[src/input_port_pkg.sv]
// constants and types for the host control and input port block
// assumes a 100 MHz system clock and one synchronous active high reset
package input_port_pkg;

    // ------------------------------------------------------------
    // timing
    // ------------------------------------------------------------
    localparam int CLK_HZ        = 100_000_000;
    localparam int MASTER_HZ     = 3_686_400;
    localparam int SAMPLE_DIV    = 96;
    localparam int SAMPLE_HZ     = MASTER_HZ / SAMPLE_DIV;
    localparam int SAMPLE_CYCLES = CLK_HZ / SAMPLE_HZ;

    // ------------------------------------------------------------
    // widths
    // ------------------------------------------------------------
    localparam int INPUT_BITS     = 6;
    localparam int CHANGE_BITS    = 4;
    localparam int IRQ_BITS       = 8;
    localparam int IRQ_CHANGE_BIT = 7;
    localparam int UPPER_OUT_BITS = 5;

    // ------------------------------------------------------------
    // register select codes
    // ------------------------------------------------------------
    localparam logic [3:0] SEL_CHANGE      = 4'h4;
    localparam logic [3:0] SEL_STATUS_MASK = 4'h5;
    localparam logic [3:0] SEL_VECTOR      = 4'hc;
    localparam logic [3:0] SEL_INPUTS      = 4'hd;

    // ------------------------------------------------------------
    // reset values
    // ------------------------------------------------------------
    localparam logic [7:0] VECTOR_RESET = 8'h0f;
    localparam logic [7:0] MASK_RESET   = 8'h00;
    localparam logic [7:0] DATA_RESET   = 8'h00;

    typedef enum logic [1:0] {
        BUS_IDLE = 2'b01,
        BUS_ACK  = 2'b10
    } bus_state_e;

endpackage : input_port_pkg

[src/input_change_detect.sv]
// synchroniser, sampling tick and two-sample level recogniser per pin
// assumes pins may change at any time relative to clk
`timescale 1ns/1ns
module input_change_detect
    import input_port_pkg::*;
#(
    parameter int WIDTH       = INPUT_BITS,
    parameter int TICK_CYCLES = SAMPLE_CYCLES
) (
    input  wire logic             clk,
    input  wire logic             reset,
    input  wire logic             clockEnable,
    input  wire logic [WIDTH-1:0] pins,
    output logic      [WIDTH-1:0] syncLevel,
    output logic      [WIDTH-1:0] changePulse
);
    import input_port_pkg::*;

    localparam int CW = $clog2(TICK_CYCLES);
    localparam logic [CW-1:0] TICK_LAST = CW'(TICK_CYCLES - 1);

    logic [WIDTH-1:0] sync1_reg,  sync1_next;
    logic [WIDTH-1:0] sync2_reg,  sync2_next;
    logic [WIDTH-1:0] sample_reg, sample_next;
    logic [WIDTH-1:0] stable_reg, stable_next;
    logic [WIDTH-1:0] pulse_reg,  pulse_next;
    logic [CW-1:0]    count_reg,  count_next;
    logic             primed_reg, primed_next;
    logic             tick;

    // ------------------------------------------------------------
    // next state
    // ------------------------------------------------------------
    always_comb begin
        sync1_next  = pins;
        sync2_next  = sync1_reg;
        tick        = (count_reg == TICK_LAST);
        count_next  = tick ? '0 : count_reg + CW'(1);
        sample_next = sample_reg;
        stable_next = stable_reg;
        pulse_next  = '0;
        primed_next = primed_reg;
        if (tick) begin
            sample_next = sync2_reg;
            if (!primed_reg) begin
                // first tick after reset adopts levels silently
                stable_next = sync2_reg;
                primed_next = 1'b1;
            end else begin
                for (int i = 0; i < WIDTH; i++) begin
                    // new level seen on two ticks in a row
                    if (sync2_reg[i] == sample_reg[i] &&
                        sync2_reg[i] != stable_reg[i]) begin
                        stable_next[i] = sync2_reg[i];
                        pulse_next[i]  = 1'b1;
                    end
                end
            end
        end
    end

    // ------------------------------------------------------------
    // registers
    // ------------------------------------------------------------
    always_ff @(posedge clk) begin
        if (reset) begin
            sync1_reg  <= '0;
            sync2_reg  <= '0;
            sample_reg <= '0;
            stable_reg <= '0;
            pulse_reg  <= '0;
            count_reg  <= '0;
            primed_reg <= 1'b0;
        end else if (clockEnable) begin
            sync1_reg  <= sync1_next;
            sync2_reg  <= sync2_next;
            sample_reg <= sample_next;
            stable_reg <= stable_next;
            pulse_reg  <= pulse_next;
            count_reg  <= count_next;
            primed_reg <= primed_next;
        end
    end

    assign syncLevel   = sync2_reg;
    assign changePulse = pulse_reg;

endmodule : input_change_detect

[src/host_input_port.sv]
// host bus control, interrupt request/vector and parallel input port
// assumes host strobes synchronous to clk; other events arrive as levels
`timescale 1ns/1ns
module host_input_port
    import input_port_pkg::*;
#(
    parameter int TICK_CYCLES = SAMPLE_CYCLES
) (
    input  wire logic                      clk,
    input  wire logic                      reset,
    input  wire logic                      clockEnable,
    input  wire logic                      chipSelectN,
    input  wire logic                      readWriteN,
    input  wire logic [3:0]                registerSelect,
    input  wire logic [7:0]                hostDataIn,
    output logic      [7:0]                hostDataOut,
    output logic                           hostDataOe,
    output logic                           transferAckN,
    output logic                           transferAckOe,
    input  wire logic                      interruptAckN,
    output logic                           irqN,
    output logic                           irqOe,
    input  wire logic [IRQ_BITS-1:0]       irqEvents,
    input  wire logic [CHANGE_BITS-1:0]    changeIrqEnable,
    input  wire logic [INPUT_BITS-1:0]     parallelInputs,
    output logic      [INPUT_BITS-1:0]     auxInputs,
    input  wire logic [UPPER_OUT_BITS-1:0] upperRouteIrq,
    input  wire logic [UPPER_OUT_BITS-1:0] discreteIrqN,
    input  wire logic [UPPER_OUT_BITS-1:0] generalOutputs,
    output logic      [UPPER_OUT_BITS-1:0] upperParallelOutputs
);
    import input_port_pkg::*;

    bus_state_e                state_reg,  state_next;
    logic [7:0]                data_reg,   data_next;
    logic                      drive_reg,  drive_next;
    logic [7:0]                mask_reg,   mask_next;
    logic [7:0]                vector_reg, vector_next;
    logic [CHANGE_BITS-1:0]    change_reg, change_next;
    logic [UPPER_OUT_BITS-1:0] upper_reg,  upper_next;
    logic [INPUT_BITS-1:0]     syncLevel;
    logic [INPUT_BITS-1:0]     changePulse;
    logic [IRQ_BITS-1:0]       status;
    logic                      pending;
    logic                      hostCycle;
    logic                      ackCycle;
    logic                      clearChange;

    // ------------------------------------------------------------
    // change detectors
    // ------------------------------------------------------------
    input_change_detect #(
        .WIDTH       (INPUT_BITS),
        .TICK_CYCLES (TICK_CYCLES)
    ) detect (
        .clk         (clk),
        .reset       (reset),
        .clockEnable (clockEnable),
        .pins        (parallelInputs),
        .syncLevel   (syncLevel),
        .changePulse (changePulse)
    );

    // ------------------------------------------------------------
    // interrupt status
    // ------------------------------------------------------------
    always_comb begin
        status = irqEvents;
        status[IRQ_CHANGE_BIT] = |(change_reg & changeIrqEnable);
        pending = |(status & mask_reg);
    end

    // ------------------------------------------------------------
    // bus cycle next state
    // ------------------------------------------------------------
    always_comb begin
        state_next  = state_reg;
        data_next   = data_reg;
        drive_next  = drive_reg;
        mask_next   = mask_reg;
        vector_next = vector_reg;
        clearChange = 1'b0;
        hostCycle   = !chipSelectN;
        ackCycle    = !interruptAckN && pending;
        case (state_reg)
            BUS_IDLE: begin
                if (hostCycle && readWriteN) begin
                    state_next = BUS_ACK;
                    drive_next = 1'b1;
                    case (registerSelect)
                        SEL_CHANGE: begin
                            data_next   = {change_reg,
                                           syncLevel[CHANGE_BITS-1:0]};
                            clearChange = 1'b1;
                        end
                        SEL_STATUS_MASK: data_next = status;
                        SEL_VECTOR:      data_next = vector_reg;
                        SEL_INPUTS:      data_next = {1'b1, interruptAckN,
                                             parallelInputs};
                        default:         data_next = 8'h00;
                    endcase
                end else if (hostCycle) begin
                    state_next = BUS_ACK;
                    drive_next = 1'b0;
                    case (registerSelect)
                        SEL_STATUS_MASK: mask_next   = hostDataIn;
                        SEL_VECTOR:      vector_next = hostDataIn;
                        default:         mask_next   = mask_reg;
                    endcase
                end else if (ackCycle) begin
                    state_next = BUS_ACK;
                    drive_next = 1'b1;
                    data_next  = vector_reg;
                end
            end
            BUS_ACK: begin
                // hold until the host ends the cycle
                if (chipSelectN && interruptAckN) begin
                    state_next = BUS_IDLE;
                    drive_next = 1'b0;
                end
            end
            default: begin
                state_next = BUS_IDLE;
                drive_next = 1'b0;
            end
        endcase
        // new events win over the read clear
        change_next = (clearChange ? '0 : change_reg)
                    | changePulse[CHANGE_BITS-1:0];
        upper_next = (upperRouteIrq & discreteIrqN)
                   | (~upperRouteIrq & generalOutputs);
    end

    // ------------------------------------------------------------
    // registers
    // ------------------------------------------------------------
    always_ff @(posedge clk) begin
        if (reset) begin
            state_reg  <= BUS_IDLE;
            data_reg   <= DATA_RESET;
            drive_reg  <= 1'b0;
            mask_reg   <= MASK_RESET;
            vector_reg <= VECTOR_RESET;
            change_reg <= '0;
            upper_reg  <= '1;
        end else if (clockEnable) begin
            state_reg  <= state_next;
            data_reg   <= data_next;
            drive_reg  <= drive_next;
            mask_reg   <= mask_next;
            vector_reg <= vector_next;
            change_reg <= change_next;
            upper_reg  <= upper_next;
        end
    end

    // ------------------------------------------------------------
    // pins
    // ------------------------------------------------------------
    assign hostDataOut   = data_reg;
    assign hostDataOe    = drive_reg && (state_reg == BUS_ACK)
                         && (!chipSelectN || !interruptAckN);
    assign transferAckOe = (state_reg == BUS_ACK);
    assign transferAckN  = !(state_reg == BUS_ACK);
    assign irqOe         = pending;
    assign irqN          = !pending;
    assign auxInputs     = syncLevel;
    assign upperParallelOutputs = upper_reg;

endmodule : host_input_port

[config.mk]
export PLATFORM = sky130hd
export DESIGN_NAME = host_input_port
export DESIGN_NICKNAME = d
export VERILOG_FILES = /design/src/input_port_pkg.sv /design/src/input_change_detect.sv /design/src/host_input_port.sv
export SDC_FILE = /design/constraint.sdc
export NUM_CORES = 1
export LEC_CHECK = 0
export BUFFER_PORTS_ARGS = -buffer_cell sky130_fd_sc_hd__buf_2
export CAP_MARGIN = 20
export CORE_MARGIN = 4
export CORE_UTILIZATION = 25
export DETAILED_ROUTE_END_ITERATION = 7
export HOLD_SLACK_MARGIN = 0.05
export SLEW_MARGIN = 20
export SYNTH_ARGS = -nofsm -noshare
export SYNTH_HDL_FRONTEND = slang
export SYNTH_SLANG_ARGS = --single-unit
[constraint.sdc]
create_clock -name clk -period 4.2 [get_ports clk]
set_clock_uncertainty 0.1 [all_clocks]
set_input_delay 0.84 -clock clk [delete_from_list [all_inputs] [get_ports clk]]
set_output_delay 0.84 -clock clk [all_outputs]
set_load 0.02 [all_outputs]
Yosys cells after proc, flatten, opt, wreduce, memory -nomap -nowiden

Index checks and enable logic that the tools add are counted.

Add/subtract/negate cells: 1
Eq/ne operators: 27
Mux-type cells: 32
Bitwise gates (word level): 9
Reduce and logical (&&, ||, !) cells: 31

Operator list:

| kind                                           | number |
|---|---|
| one-hot mux 8 bit (4 select lines)             | 1 |
| 2-to-1 mux 8 bit                               | 3 |
| AND reduction 3 bit                            | 7 |
| 2-to-1 mux 1 bit                               | 17 |
| adder 12 x 1 -> 12 bit (second input constant) | 1 |
| == test 12 bit (second input constant)         | 1 |
| 2-to-1 mux 12 bit                              | 1 |
| 2-to-1 mux 4 bit                               | 3 |
| != test 2 bit (second input constant)          | 6 |
| logical AND 1 bit                              | 11 |
| bitwise AND 5 bit                              | 2 |
| AND reduction 5 bit                            | 2 |
| bitwise AND 8 bit                              | 1 |
| == test 4 x 3 -> 1 bit (second input constant) | 2 |
| == test 4 bit (second input constant)          | 2 |
| 2-to-1 mux 2 bit                               | 4 |
| OR reduction 8 bit                             | 1 |
| == test 1 bit                                  | 6 |
| 2-to-1 mux 6 bit                               | 1 |
| != test 1 bit                                  | 6 |
| inverter 5 bit                                 | 1 |
| OR 5 bit                                       | 1 |
| bitwise AND 4 bit                              | 1 |
| zero test 1 bit                                | 4 |
| other kinds (13)                               | 15 |

Flip-flop bits (word level): 77
Input bits: 51
Output and inout port bits: 24
Logic and storage cells: 119

Depth between registers and ports, before layout

Gate-level depths: netlist of the first run.

Depth in word-level cells: 9
Gate-level depth with buffers: 7
Mapped depth without buffers: 7

Hierarchy

From an unflattened synthesis of the first run, not the netlist that was laid out.

Cells, all modules: 411
Area, all modules: 3,706.1 µm²

Modules (own cells, without submodules):

| module              | times used | cells each | area each (µm²) | seq. area each (µm²) |
|---|---|---|---|---|
| input_change_detect | 1          | 213        | 1,868.0         | 860.8 |
| host_input_port     | 1          | 198        | 1,838.0         | 720.7 |

Worst setup path before layout of the first run

No wires, ideal clock.

Path kind: input to output
From: in irqEvents[5]
To: out irqN
Data arrival time: 1.821 ns
Required time: 3.260 ns
Path slack: 1.439 ns
Cell stages on the path: 4
Path buffers: 0
Cells stage by stage: a222oi_1 nand3_1 or2_2 inv_1

Word-level cells in the longest chain between the ends: 3

Ends and longest elaborated chain:

| item               | RTL line               | RTL |
|---|---|---|
| start: declaration | host_input_port.sv:23  | `input wire logic [IRQ_BITS-1:0] irqEvents,` |
| bitwise AND 8 bit  | host_input_port.sv:70  | `pending = \|(status & mask_reg);` |
| OR reduction 8 bit | host_input_port.sv:70  |  |
| net irqOe          | host_input_port.sv:22  | `output logic irqOe,` |
| zero test 1 bit    | host_input_port.sv:167 | `assign irqN = !pending;` |
| end: declaration   | host_input_port.sv:21  | `output logic irqN,` |

The timed path passes the listed nets, and every way through them passes these cells.

Final worst setup path of the first run

From: in irqEvents[5]
To: out irqN

Word-level cells in the longest chain between the ends: 3

Ends and longest elaborated chain:

| item               | RTL line |
|---|---|
| bitwise AND 8 bit  | host_input_port.sv:70 |
| OR reduction 8 bit | host_input_port.sv:70 |
| zero test 1 bit    | host_input_port.sv:167 |

Every way passes these cells.

==> impl_results.md, run 1 <==
* Status: finished, final reports clean
* Post-route worst setup slack at 1.184 ns
* Syn Inst Count at 390
* Largest cells by area after synthesis: dfxtp_1, mux2i_1, nand2_1, nor2_1, a22oi_1
* Post-synth cell types at 48
* Setup CP Type: primary input to primary output
* Post-Syn Area at 3353 um2
* Gr busiest metal: met2
* Setup TNS at 0 ns
* # hold bufs at CTS at 0
* Routability cong. at 0.8037
* Synth cell count leaders: dfxtp_1, nand2_1, nor2_1, mux2i_1
* Area delta synth->final at 23.62%
* Clock power share at 47.1%
* CTS tree: yes
* First-pass GRT wire length at 14600 um
* Filler instances at 1400
* Largest family of logic cells by synthesized area: simple AND/OR/NAND/NOR gates
* Post-Layout Cell Count at 632
* Seq pwr share at 43.9%
* DRC at 0
* Vias per cell at 4.726
* Multiplexer share of the synthesized area at 10.11%
* Max-slew headroom at 49.35%
* Detail Route Antenna Nets at 0
* #FFs+latches synth at 73
* Longest Clk Path Bufs at 2
* Total routed wirelength at 9049 um
* CTS sink cnt at 73
* CP required at 3.26 ns
* H-tree lvl count at 3
* Simple-Gate Fraction of Synth Area at 22.99%
* # IOs at 75
* Hold_sp: vector_reg[6]$_SDFFE_PP0P_
* # rows at 42
* Max IR drop VDD at 0.0001755 V
* Crit path from: irqEvents[5]
* Yosys warns at 0
* Placed cells at 616
* Power Dens Cells at 398.2 nW/um2
* Initial Utilization at 25.42%
* Post-CTS Resized at 0
* Die area at 15330 um2
* Max reg flops at 12
* Leakage at 1.690 nW
* Switching power at 0.4029 mW
* Register area share after synthesis at 43.58%
* Mean post-synth cell area at 8.598 um2
* Critical Path End Type: primary output
* Core Region at 13190 um2
* Clk Latency, worst-skew pair at 0.34 ns
* Main synth FF type: dfxtp_1
* Clock Tree Root: clkbuf_16
* Antenna diodes at 0
* Layout cells sized above 1 at 22.81%
* M2 GR Usage at 19.33%
* Sw Ratio at 24.41%
* Total number of vias at 2987
* Async S/R FF share, synth at 0%
* Pre-antenna DRT Iters at 4
* WL/cell at 14.32 um
* CTS Buf Count at 9
* Finished Cell Area at 4145 um2
* GR Layer Usage met3 at 4.587%
* Largest net degree at the start of global routing at 51
* Clock-pin slew on the worst setup and hold paths at 0.06 ns
* Vias in the first global route at 2915
* GRT Total Usage at 12.22%
* Die Y at 123.8 um
* Area of the multi-input gates at 1754 um2
* Die width at 123.8 um
* WP data arrival at 2.08 ns
* Final Hold Viols at 0
* Post-synth EDFFs at 0
* Post-synthesis xor/xnor area fraction at 2.873%
* Setup-failing EPs final at 0
* Post-DP HPWL at 6654 um
* Total gr overflow at 0
* Top-area cell type share of the netlist area at 43.58%
* MaxCap Viol Count at 0
* Max-slew violation count at 0
* Antenna violations before repair at 0
* Comb power frac at 8.9%
* HP Class: register to register
* Actual slew at the worst max-slew pin at 0.7541 ns
* DRT iter0 DRCs at 186
* M1 GR Usage at 15.52%
* Buffer count from post-CTS setup fixing at 0
* Post-Synth Adder-Cell Area at 0.3731%
* Pre-CTS WS at 1.169 ns
* Most numerous cell in the Yosys netlist: dfxtp_1
* Syn_nets at 442
* Worst-path maximum fanout at 3
* Area after DPL at 3839 um2
* Internal power component at 1.248 mW
* FF/Latch Area at 1461 um2
* Max Clk Rate at 331.5 MHz
* Reg-to-reg startpoint: detect.count_reg[2]$_SDFFE_PP0P_
* Min Tclk post-route at 3.016 ns
* Tcrit/Tclk final at 71.82%
* Compound-Gate Fraction of Synth Area at 15.97%
* Largest area contributor in the netlist: dfxtp_1
* RSZ-0062 raised after global routing: false
* IO Port Bufs at 73
* Fin nets at 503
* CP Launch Type: primary input
-- power groups by stage --
stage,registers [mW],clock network [mW],logic [mW]
finish,0.725,0.778,0.147
global route,0.728,0.827,0.162
CTS,0.725,0.791,0.148
detailed placement,0.740,0,0.147
global placement,0.739,0,0.144
floorplan,0.747,0,0.0808
-- kinds of logic (layout without fill, tap and decap cells) --
group,count (synthesis),in the layout
flops,73,73
simple gates,159,159
xor+xnor,11,11
mux,33,33
fa+ha+maj,1,1
compound gates,82,82
buf+inv,31,97
-- metal layers --
metal	part of all wire, %	vias up	wire, um
li1	-	1505	-
met1	46	1394	4158
met2	45	77	4056
met5	0	-	0
met3	7.9	11	718
met4	1.3	0	116
-- final timing paths --
kind | end | slack, ns | cells past startpoint
worst min-delay path | vector_reg[6]$_SDFFE_PP0P_ | 0.36 | 2
worst min register to register | vector_reg[6]$_SDFFE_PP0P_ | 0.36 | 2
worst max register to register | detect.stable_reg[3]$_SDFFE_PP0P_ | 1.90 | 5
worst max-delay path | irqN | 1.18 | 6
-- critical path, cell delays in order --
cell      delay [ns]
buf_2           0.13
a222oi_1        0.33
nand3_1         0.21
or2_2           0.36
inv_1           0.05
buf_2           0.15
-- per-stage QoR --
| stage | hold slack, ns | total power, mW | util (%) |
|---|---|---|---|
| 3_5_place_dp | 0.3456 | 0.8874 | 29.10 |
| 2_1_floorplan | 0.3329 | 0.8278 | - |
| 3_3_place_gp | 0.3383 | 0.8829 | 29.10 |
| 6_report | 0.3585 | 1.651 | 31.43 |
| 4_1_cts | 0.3575 | 1.664 | 31.43 |
| 5_1_grt | 0.3836 | 1.717 | 31.43 |
-- final cells by class --
class                      count  area share, %
sequential                    73          35.25
timing repair buffer          75          9.176
clock inverter                 6          1.630
clock buffer                  10          5.765
multi-input combinational    286          42.32
inverter                       6         0.5433
tap                          176          5.312
-- placed cells by master (no fill, tap or decap), types with 2 or more instances in the layout --
cell and count:
clkbuf_16 9, nor4bb_1 2, and3_1 2, a21oi_1 12, buf_4 2, buf_2 73
a22o_1 4, a211oi_1 7, mux2_2 7, nand2_1 56, a31oi_1 5, a22oi_1 16
dfxtp_1 73, xor2_1 7, or2_2 2, nand2b_1 4, o21a_1 10, clkinvlp_4 2
nand3_1 22, nor3_1 9, clkinv_4 2, o21ai_0 22, inv_1 6, mux2i_1 26
nor2_1 44, nand4_1 3, xnor2_1 4, nand3b_1 2
Power figures use the tool's default switching activity.
==> run 2, diff against run 1 <==
- ABC_AREA: unset -> 1
- clock period: 4.2 -> 2.46 ns (I/O delays scaled with it)
==> run 2 against run 1 <==
- critical path depth did not move
- wire length decreased by 0.52%
- total power rose by 84%
- sequential power is 72% higher
- flip-flop and latch count unchanged
- worst setup slack worse by 0.70 ns
- critical path type is now register to primary output
- critical endpoint unchanged
==> impl_results.md, run 2 <==
* Max-slew violation count at 0
* DRT iter0 DRCs at 184
* Internal power component at 2.320 mW
* IO Port Bufs at 73
* MaxCap Viol Count at 0
* H-tree lvl count at 3
* Max IR drop VDD at 0.0003091 V
* Leakage at 1.863 nW
* Initial Utilization at 25.65%
* # hold bufs at CTS at 0
* Max Clk Rate at 505.0 MHz
* Area after DPL at 3948 um2
* Switching power at 0.7146 mW
* Comb power frac at 9.8%
* Synth cell count leaders: nor2_1, nand2_1, dfxtp_1, a21oi_1, inv_1
* GRT Total Usage at 11.97%
* Total routed wirelength at 9002 um
* Buffer count from post-CTS setup fixing at 0
* Routability cong. at 0.7697
* HP Class: primary input to register
* Clock Tree Root: clkbuf_16
* Detail Route Antenna Nets at 0
* Depth of the worst hold-timing path at 3
* Clock power share at 49.1%
* Seq pwr share at 41.1%
* Most frequent cells in the layout: nor2_1, nand2_1, dfxtp_1, buf_2, a21oi_1
* Reg-to-reg startpoint: detect.count_reg[0]$_SDFFE_PP0P_
* Power Dens Cells at 708.3 nW/um2
* Largest cells by area after synthesis: dfxtp_1, nor2_1, nand2_1, a21oi_1, nand3_1
* Vias per cell at 4.333
* CP Launch Type: register
* Vias in the first global route at 3135
* Critical Path End Type: primary output
* Setup CP Type: register to primary output
* Most numerous cell in the Yosys netlist: nor2_1
* # IOs at 75
* Status: finished, final reports clean
* Post-Syn Area at 3411 um2
* Antenna violations before repair at 0
* Routed met2 length at 4422 um
* Setup TNS at 0 ns
* Final Hold Viols at 0
* DR top layer: met4
* Die Y at 124.8 um
* Reg2reg path depth at 8
* Area delta synth->final at 25.61%
* CTS sink cnt at 73
* Post-layout util at 32.22%
* Pre-antenna DRT Iters at 4
* Max-slew headroom at 69.86%
* Sw Ratio at 23.55%
* WP data arrival at 1.39 ns
* CTS tree: yes
* #FFs+latches synth at 73
* CTS Buf Count at 9
* Met1 wire length at 4025 um
* Register area share after synthesis at 42.85%
* # rows at 42
* Async S/R FF share, synth at 0%
* Largest area contributor in the netlist: dfxtp_1
* Finished Cell Area at 4284 um2
* CP required at 1.87 ns
* Tcrit/Tclk final at 80.49%
* Syn Inst Count at 488
* DRC at 0
* First-pass GRT wire length at 15040 um
* RSZ-0062 raised after global routing: false
* Max reg flops at 12
* Min Tclk post-route at 1.980 ns
* Main synth FF type: dfxtp_1
* WL/cell at 12.13 um
* Largest net degree at the start of global routing at 36
* Actual slew at the worst max-slew pin at 0.4497 ns
* R2R Setup Slk at 0.63 ns
* Hold_sp: hostDataIn[0]
* Fin nets at 613
* Total number of vias at 3215
* Yosys warns at 0
* Layout cells sized above 1 at 19.61%
* Core Region at 13300 um2
* Post-DP HPWL at 6838 um
* Die area at 15580 um2
* Hold Path Sink: vector_reg[0]$_SDFFE_PP1P_
* Die width at 124.8 um
* Total gr overflow at 0
* Worst-path maximum fanout at 3
* DR WL met3 at 427 um
* Post-synth EDFFs at 0
* Clk Latency, worst-skew pair at 0.34 ns
* Most common cell after layout, fill and taps aside: nor2_1
* Longest Clk Path Bufs at 2
* Setup-failing EPs final at 0
* Antenna diodes at 0
* Post-CTS Resized at 0
* Worst flop-to-flop path endpoint: detect.stable_reg[2]$_SDFFE_PP0P_
* Syn_nets at 540
* Top-area cell type share of the netlist area at 42.85%
* Mean post-synth cell area at 6.989 um2
* Clock-pin slew on the worst setup and hold paths at 0.06 ns
* Post-synth cell types at 35
run 2: cell count changes after synthesis, sizes merged, moves of 13 or more:
cell / before / now
a22oi: 16 / 0
mux2i: 26 / 5
clkbuf: 19 / 6
o21ai: 22 / 42
nand3: 22 / 47
nand2: 56 / 79
nor2: 44 / 92
inv: 6 / 49
a21oi: 12 / 54
run 2: power by group through the flow:
stage / sequential (mW) / combinational (mW) / clock (mW)
floorplan: 1.29 / 0.157 / 0
global placement: 1.27 / 0.301 / 0
detailed placement: 1.27 / 0.301 / 0
CTS: 1.25 / 0.302 / 1.53
global route: 1.25 / 0.339 / 1.58
finish: 1.25 / 0.297 / 1.49
run 2: routing by layer:
metal,global-route usage [%],up-vias
met5,0,-
met4,3.933,0
met3,3.559,11
met2,20.83,53
met1,14.03,1411
li1,-,1740
run 2: cell families (layout without fill, tap and decap cells):
| group | after synthesis | after routing | synth area share [%] |
|---|---|---|---|
| AOI/OAI and AO/OA | 102 | 102 | 15.41 |
| xor gates and xnor gates | 3 | 3 | 0.7705 |
| adders and majority gates | 1 | 1 | 0.3668 |
| buffers and inverters | 67 | 145 | 8.254 |
| DFF | 73 | 73 | 42.85 |
| muxes | 5 | 5 | 1.467 |
| and+or+nand+nor | 237 | 237 | 30.89 |
run 2: worst max path at each step:
stage	from	end	slack, ns	cells past startpoint
6_report	change_reg[1]$_SDFFE_PP0P_	irqN	0.48	6
3_5_place_dp	clockEnable	detect.stable_reg[2]$_SDFFE_PP0P_	0.39	8
5_1_grt	change_reg[0]$_SDFFE_PP0P_	irqN	0.38	6
4_1_cts	change_reg[1]$_SDFFE_PP0P_	irqN	0.48	6
3_3_place_gp	clockEnable	detect.stable_reg[2]$_SDFFE_PP0P_	0.40	8
2_1_floorplan	state_reg[1]$_SDFFE_PP0P_	hostDataOe	0.75	4
run 2: worst max-delay path, cell delays in order, from the launching register on:
cell and delay, ns:
dfxtp_1 0.32, nand2_1 0.05, nand2_1 0.07, o21ai_1 0.17, nand2_1 0.19, inv_1 0.09, buf_2 0.16
run 2: final cells by class:
| cell class | count | area [um2] |
|---|---|---|
| Fill cell | 1433 | 9011 |
| Multi-Input combinational cell | 348 | 1668 |
| Sequential cell | 73 | 1461 |
| Timing Repair Buffer | 79 | 410.4 |
| Clock buffer | 11 | 232.7 |
| Tap cell | 176 | 220.2 |
| Inverter | 50 | 187.7 |
| Clock inverter | 5 | 103.9 |
run 2: per-stage QoR:
stage	power, mW	hold slack (ns)	instances	setup slack [ns]
detailed placement	1.574	0.3516	726	0.3873
global placement	1.573	0.3464	726	0.4024
global route	3.175	0.2856	742	0.3834
floorplan	1.452	0.3295	488	0.7461
CTS	3.079	0.2855	742	0.4796
finish	3.034	0.2969	742	0.4800
==> run 3, diff against run 2 <==
- clock period: 2.46 -> 1.8 ns (I/O delays scaled with it)
==> run 3 against run 2 <==
- cell count is 0.67% higher
- first-iteration DRC count is 23% lower
- cell area is 0.47% higher
- worst setup slack worse by 0.42 ns
- die area stayed put
- clock power is 15% higher
- register-to-register slack worse by 0.51 ns
- sequential power is 37% higher
- critical path type unchanged
==> impl_results.md, run 3 (synthesis gave the netlist of run 2 again) <==
* Leakage at 1.878 nW
* Pre-antenna DRT Iters at 4
* Slowest stage delay, CP at 0.32 ns
* Total routed wirelength at 9114 um
* Max-slew headroom at 69.86%
* Seq pwr share at 44.3%
* R2R Setup Slk at 0.12 ns
* # hold bufs at CTS at 0
* RSZ-0062 raised after global routing: true
* Area delta synth->final at 26.19%
* Status: finished, final reports clean
* CP Launch Type: register
* Post-DP HPWL at 7075 um
* Max reg flops at 12
* Worst path bufs/invs at 2
* Layout cells sized above 1 at 21.54%
* Internal power component at 2.907 mW
* IO Port Bufs at 73
* Total gr overflow at 0
* Most frequent cells in the layout: nor2_1, nand2_1, dfxtp_1, buf_2, a21oi_1
* Max-slew violation count at 0
* Worst-path maximum fanout at 3
* Most common cell after layout, fill and taps aside: nor2_1
* Tcrit/Tclk final at 96.47%
* CTS Buf Count at 9
* Fin nets at 622
* Detail Route Antenna Nets at 0
* CTS sink cnt at 73
* Clock Tree Root: clkbuf_16
* Core Region at 13300 um2
* DRT iter0 DRCs at 142
* MaxCap Viol Count at 0
* Hold Path Sink: vector_reg[1]$_SDFFE_PP1P_
* # rows at 42
* Power Dens Cells at 893.3 nW/um2
* Cell mode on critical path: nand2_1
* CP Cell Sequence: nand2_1, nand2_1, o21ai_2, nand2_2, inv_2, buf_6
* Min Tclk post-route at 1.736 ns
* WP data arrival at 1.28 ns
* Initial Utilization at 25.65%
* GRT Total Usage at 11.98%
* First-pass GRT wire length at 15100 um
* Vias in the first global route at 3215
* Setup-failing EPs final at 0
* Longest Clk Path Bufs at 2
* Switching power at 0.9375 mW
* Max IR drop VDD at 0.0004863 V
* Hold_sp: hostDataIn[1]
* Actual slew at the worst max-slew pin at 0.4497 ns
* Vias per cell at 4.347
* Die Y at 124.8 um
* Clock-pin slew on the worst setup and hold paths at 0.06 ns
* CTS tree: yes
* Comb power frac at 11.0%
* Worst flop-to-flop path endpoint: detect.count_reg[9]$_SDFFE_PP0P_
* # IOs at 75
* H-tree lvl count at 3
* Total number of vias at 3247
* Max Clk Rate at 575.9 MHz
* Depth of the worst hold-timing path at 3
* Post-route worst setup slack at 0.06358 ns
* WL/cell at 12.20 um
* Crit path from: change_reg[1]$_SDFFE_PP0P_
* Sw Ratio at 24.38%
* DRC at 0
* Clk Latency, worst-skew pair at 0.34 ns
* Routability cong. at 0.7565
* Critical Path End Type: primary output
* Antenna violations before repair at 0
* Antenna diodes at 0
* Setup TNS at 0 ns
* Final Hold Viols at 0
* Reg-to-reg startpoint: detect.count_reg[0]$_SDFFE_PP0P_
* Post-layout util at 32.37%
* Pre-CTS WS at 0.07980 ns
* Largest net degree at the start of global routing at 30
* Clock power share at 44.7%
* Critical path's top delay family: flip-flops
* Setup CP Type: register to primary output
* CP required at 1.34 ns
* HP Class: primary input to register
* Die area at 15580 um2
* Crit-path slowest cell: dfxtp_1
* Die width at 124.8 um
* Reg2reg path depth at 6
[run 3: worst register-to-register path: stages, from the launching register on]
cell     delay, ns
dfxtp_1       0.37
ha_1          0.23
nand2_4       0.07
nor2_1        0.13
nand3_2       0.21
nand2_1       0.33
nor3b_1       0.10
[run 3: worst max path at each step]
stage	end	slack [ns]	cells after the start
finish	irqN	0.06	6
global route	irqN	-0.05	8
CTS	irqN	0.002	6
detailed placement	hostDataOut[0]$_SDFFE_PP0P_	0.08	10
global placement	hostDataOut[1]$_SDFFE_PP0P_	0.11	10
floorplan	hostDataOe	0.22	4
[run 3: area by class of cell]
cell class,instances,area [um2]
fill,1499,8991
multi-input combinational,348,1677
sequential,73,1463
timing repair buffer,88,484.2
clock buffer,11,242.7
tap,176,220.2
inverter,50,187.7
clock inverter,1,30.03
[run 3: power groups by stage]
stage / clock network (mW) / logic [mW] / registers, mW
detailed placement: 0 / 0.424 / 1.74
global placement: 0 / 0.422 / 1.74
CTS: 1.77 / 0.426 / 1.70
global route: 1.84 / 0.477 / 1.71
floorplan: 0 / 0.215 / 1.77
finish: 1.72 / 0.422 / 1.71
[run 3: metal layers]
| metal | track usage, % | vias up | part of all wire [%] |
|---|---|---|---|
| li1 | - | 1751 | - |
| met1 | 13.79 | 1440 | 46 |
| met2 | 21.28 | 47 | 49 |
| met3 | 4.117 | 9 | 4.2 |
| met4 | 2.901 | 0 | 0.94 |
| met5 | 0 | - | 0 |
[run 3: timing repair]
action,in CTS,in global routing
endpoints found under the setup margin,2,4
cloned,0,0
gates resized for setup,2,6
pin swaps,0,3
buffers inserted,0,0
[run 3: metrics by stage]
| stage | hold slack [ns] | cells | total power, mW | cell area (um2) |
|---|---|---|---|---|
| 2_1_floorplan | 0.3295 | 488 | 1.984 | 3411 |
| 3_3_place_gp | 0.3466 | 735 | 2.161 | 4015 |
| 3_5_place_dp | 0.3533 | 735 | 2.163 | 4015 |
| 4_1_cts | 0.1522 | 747 | 3.900 | 4294 |
| 5_1_grt | 0.1649 | 747 | 4.026 | 4304 |
| 6_report | 0.1609 | 747 | 3.845 | 4304 |
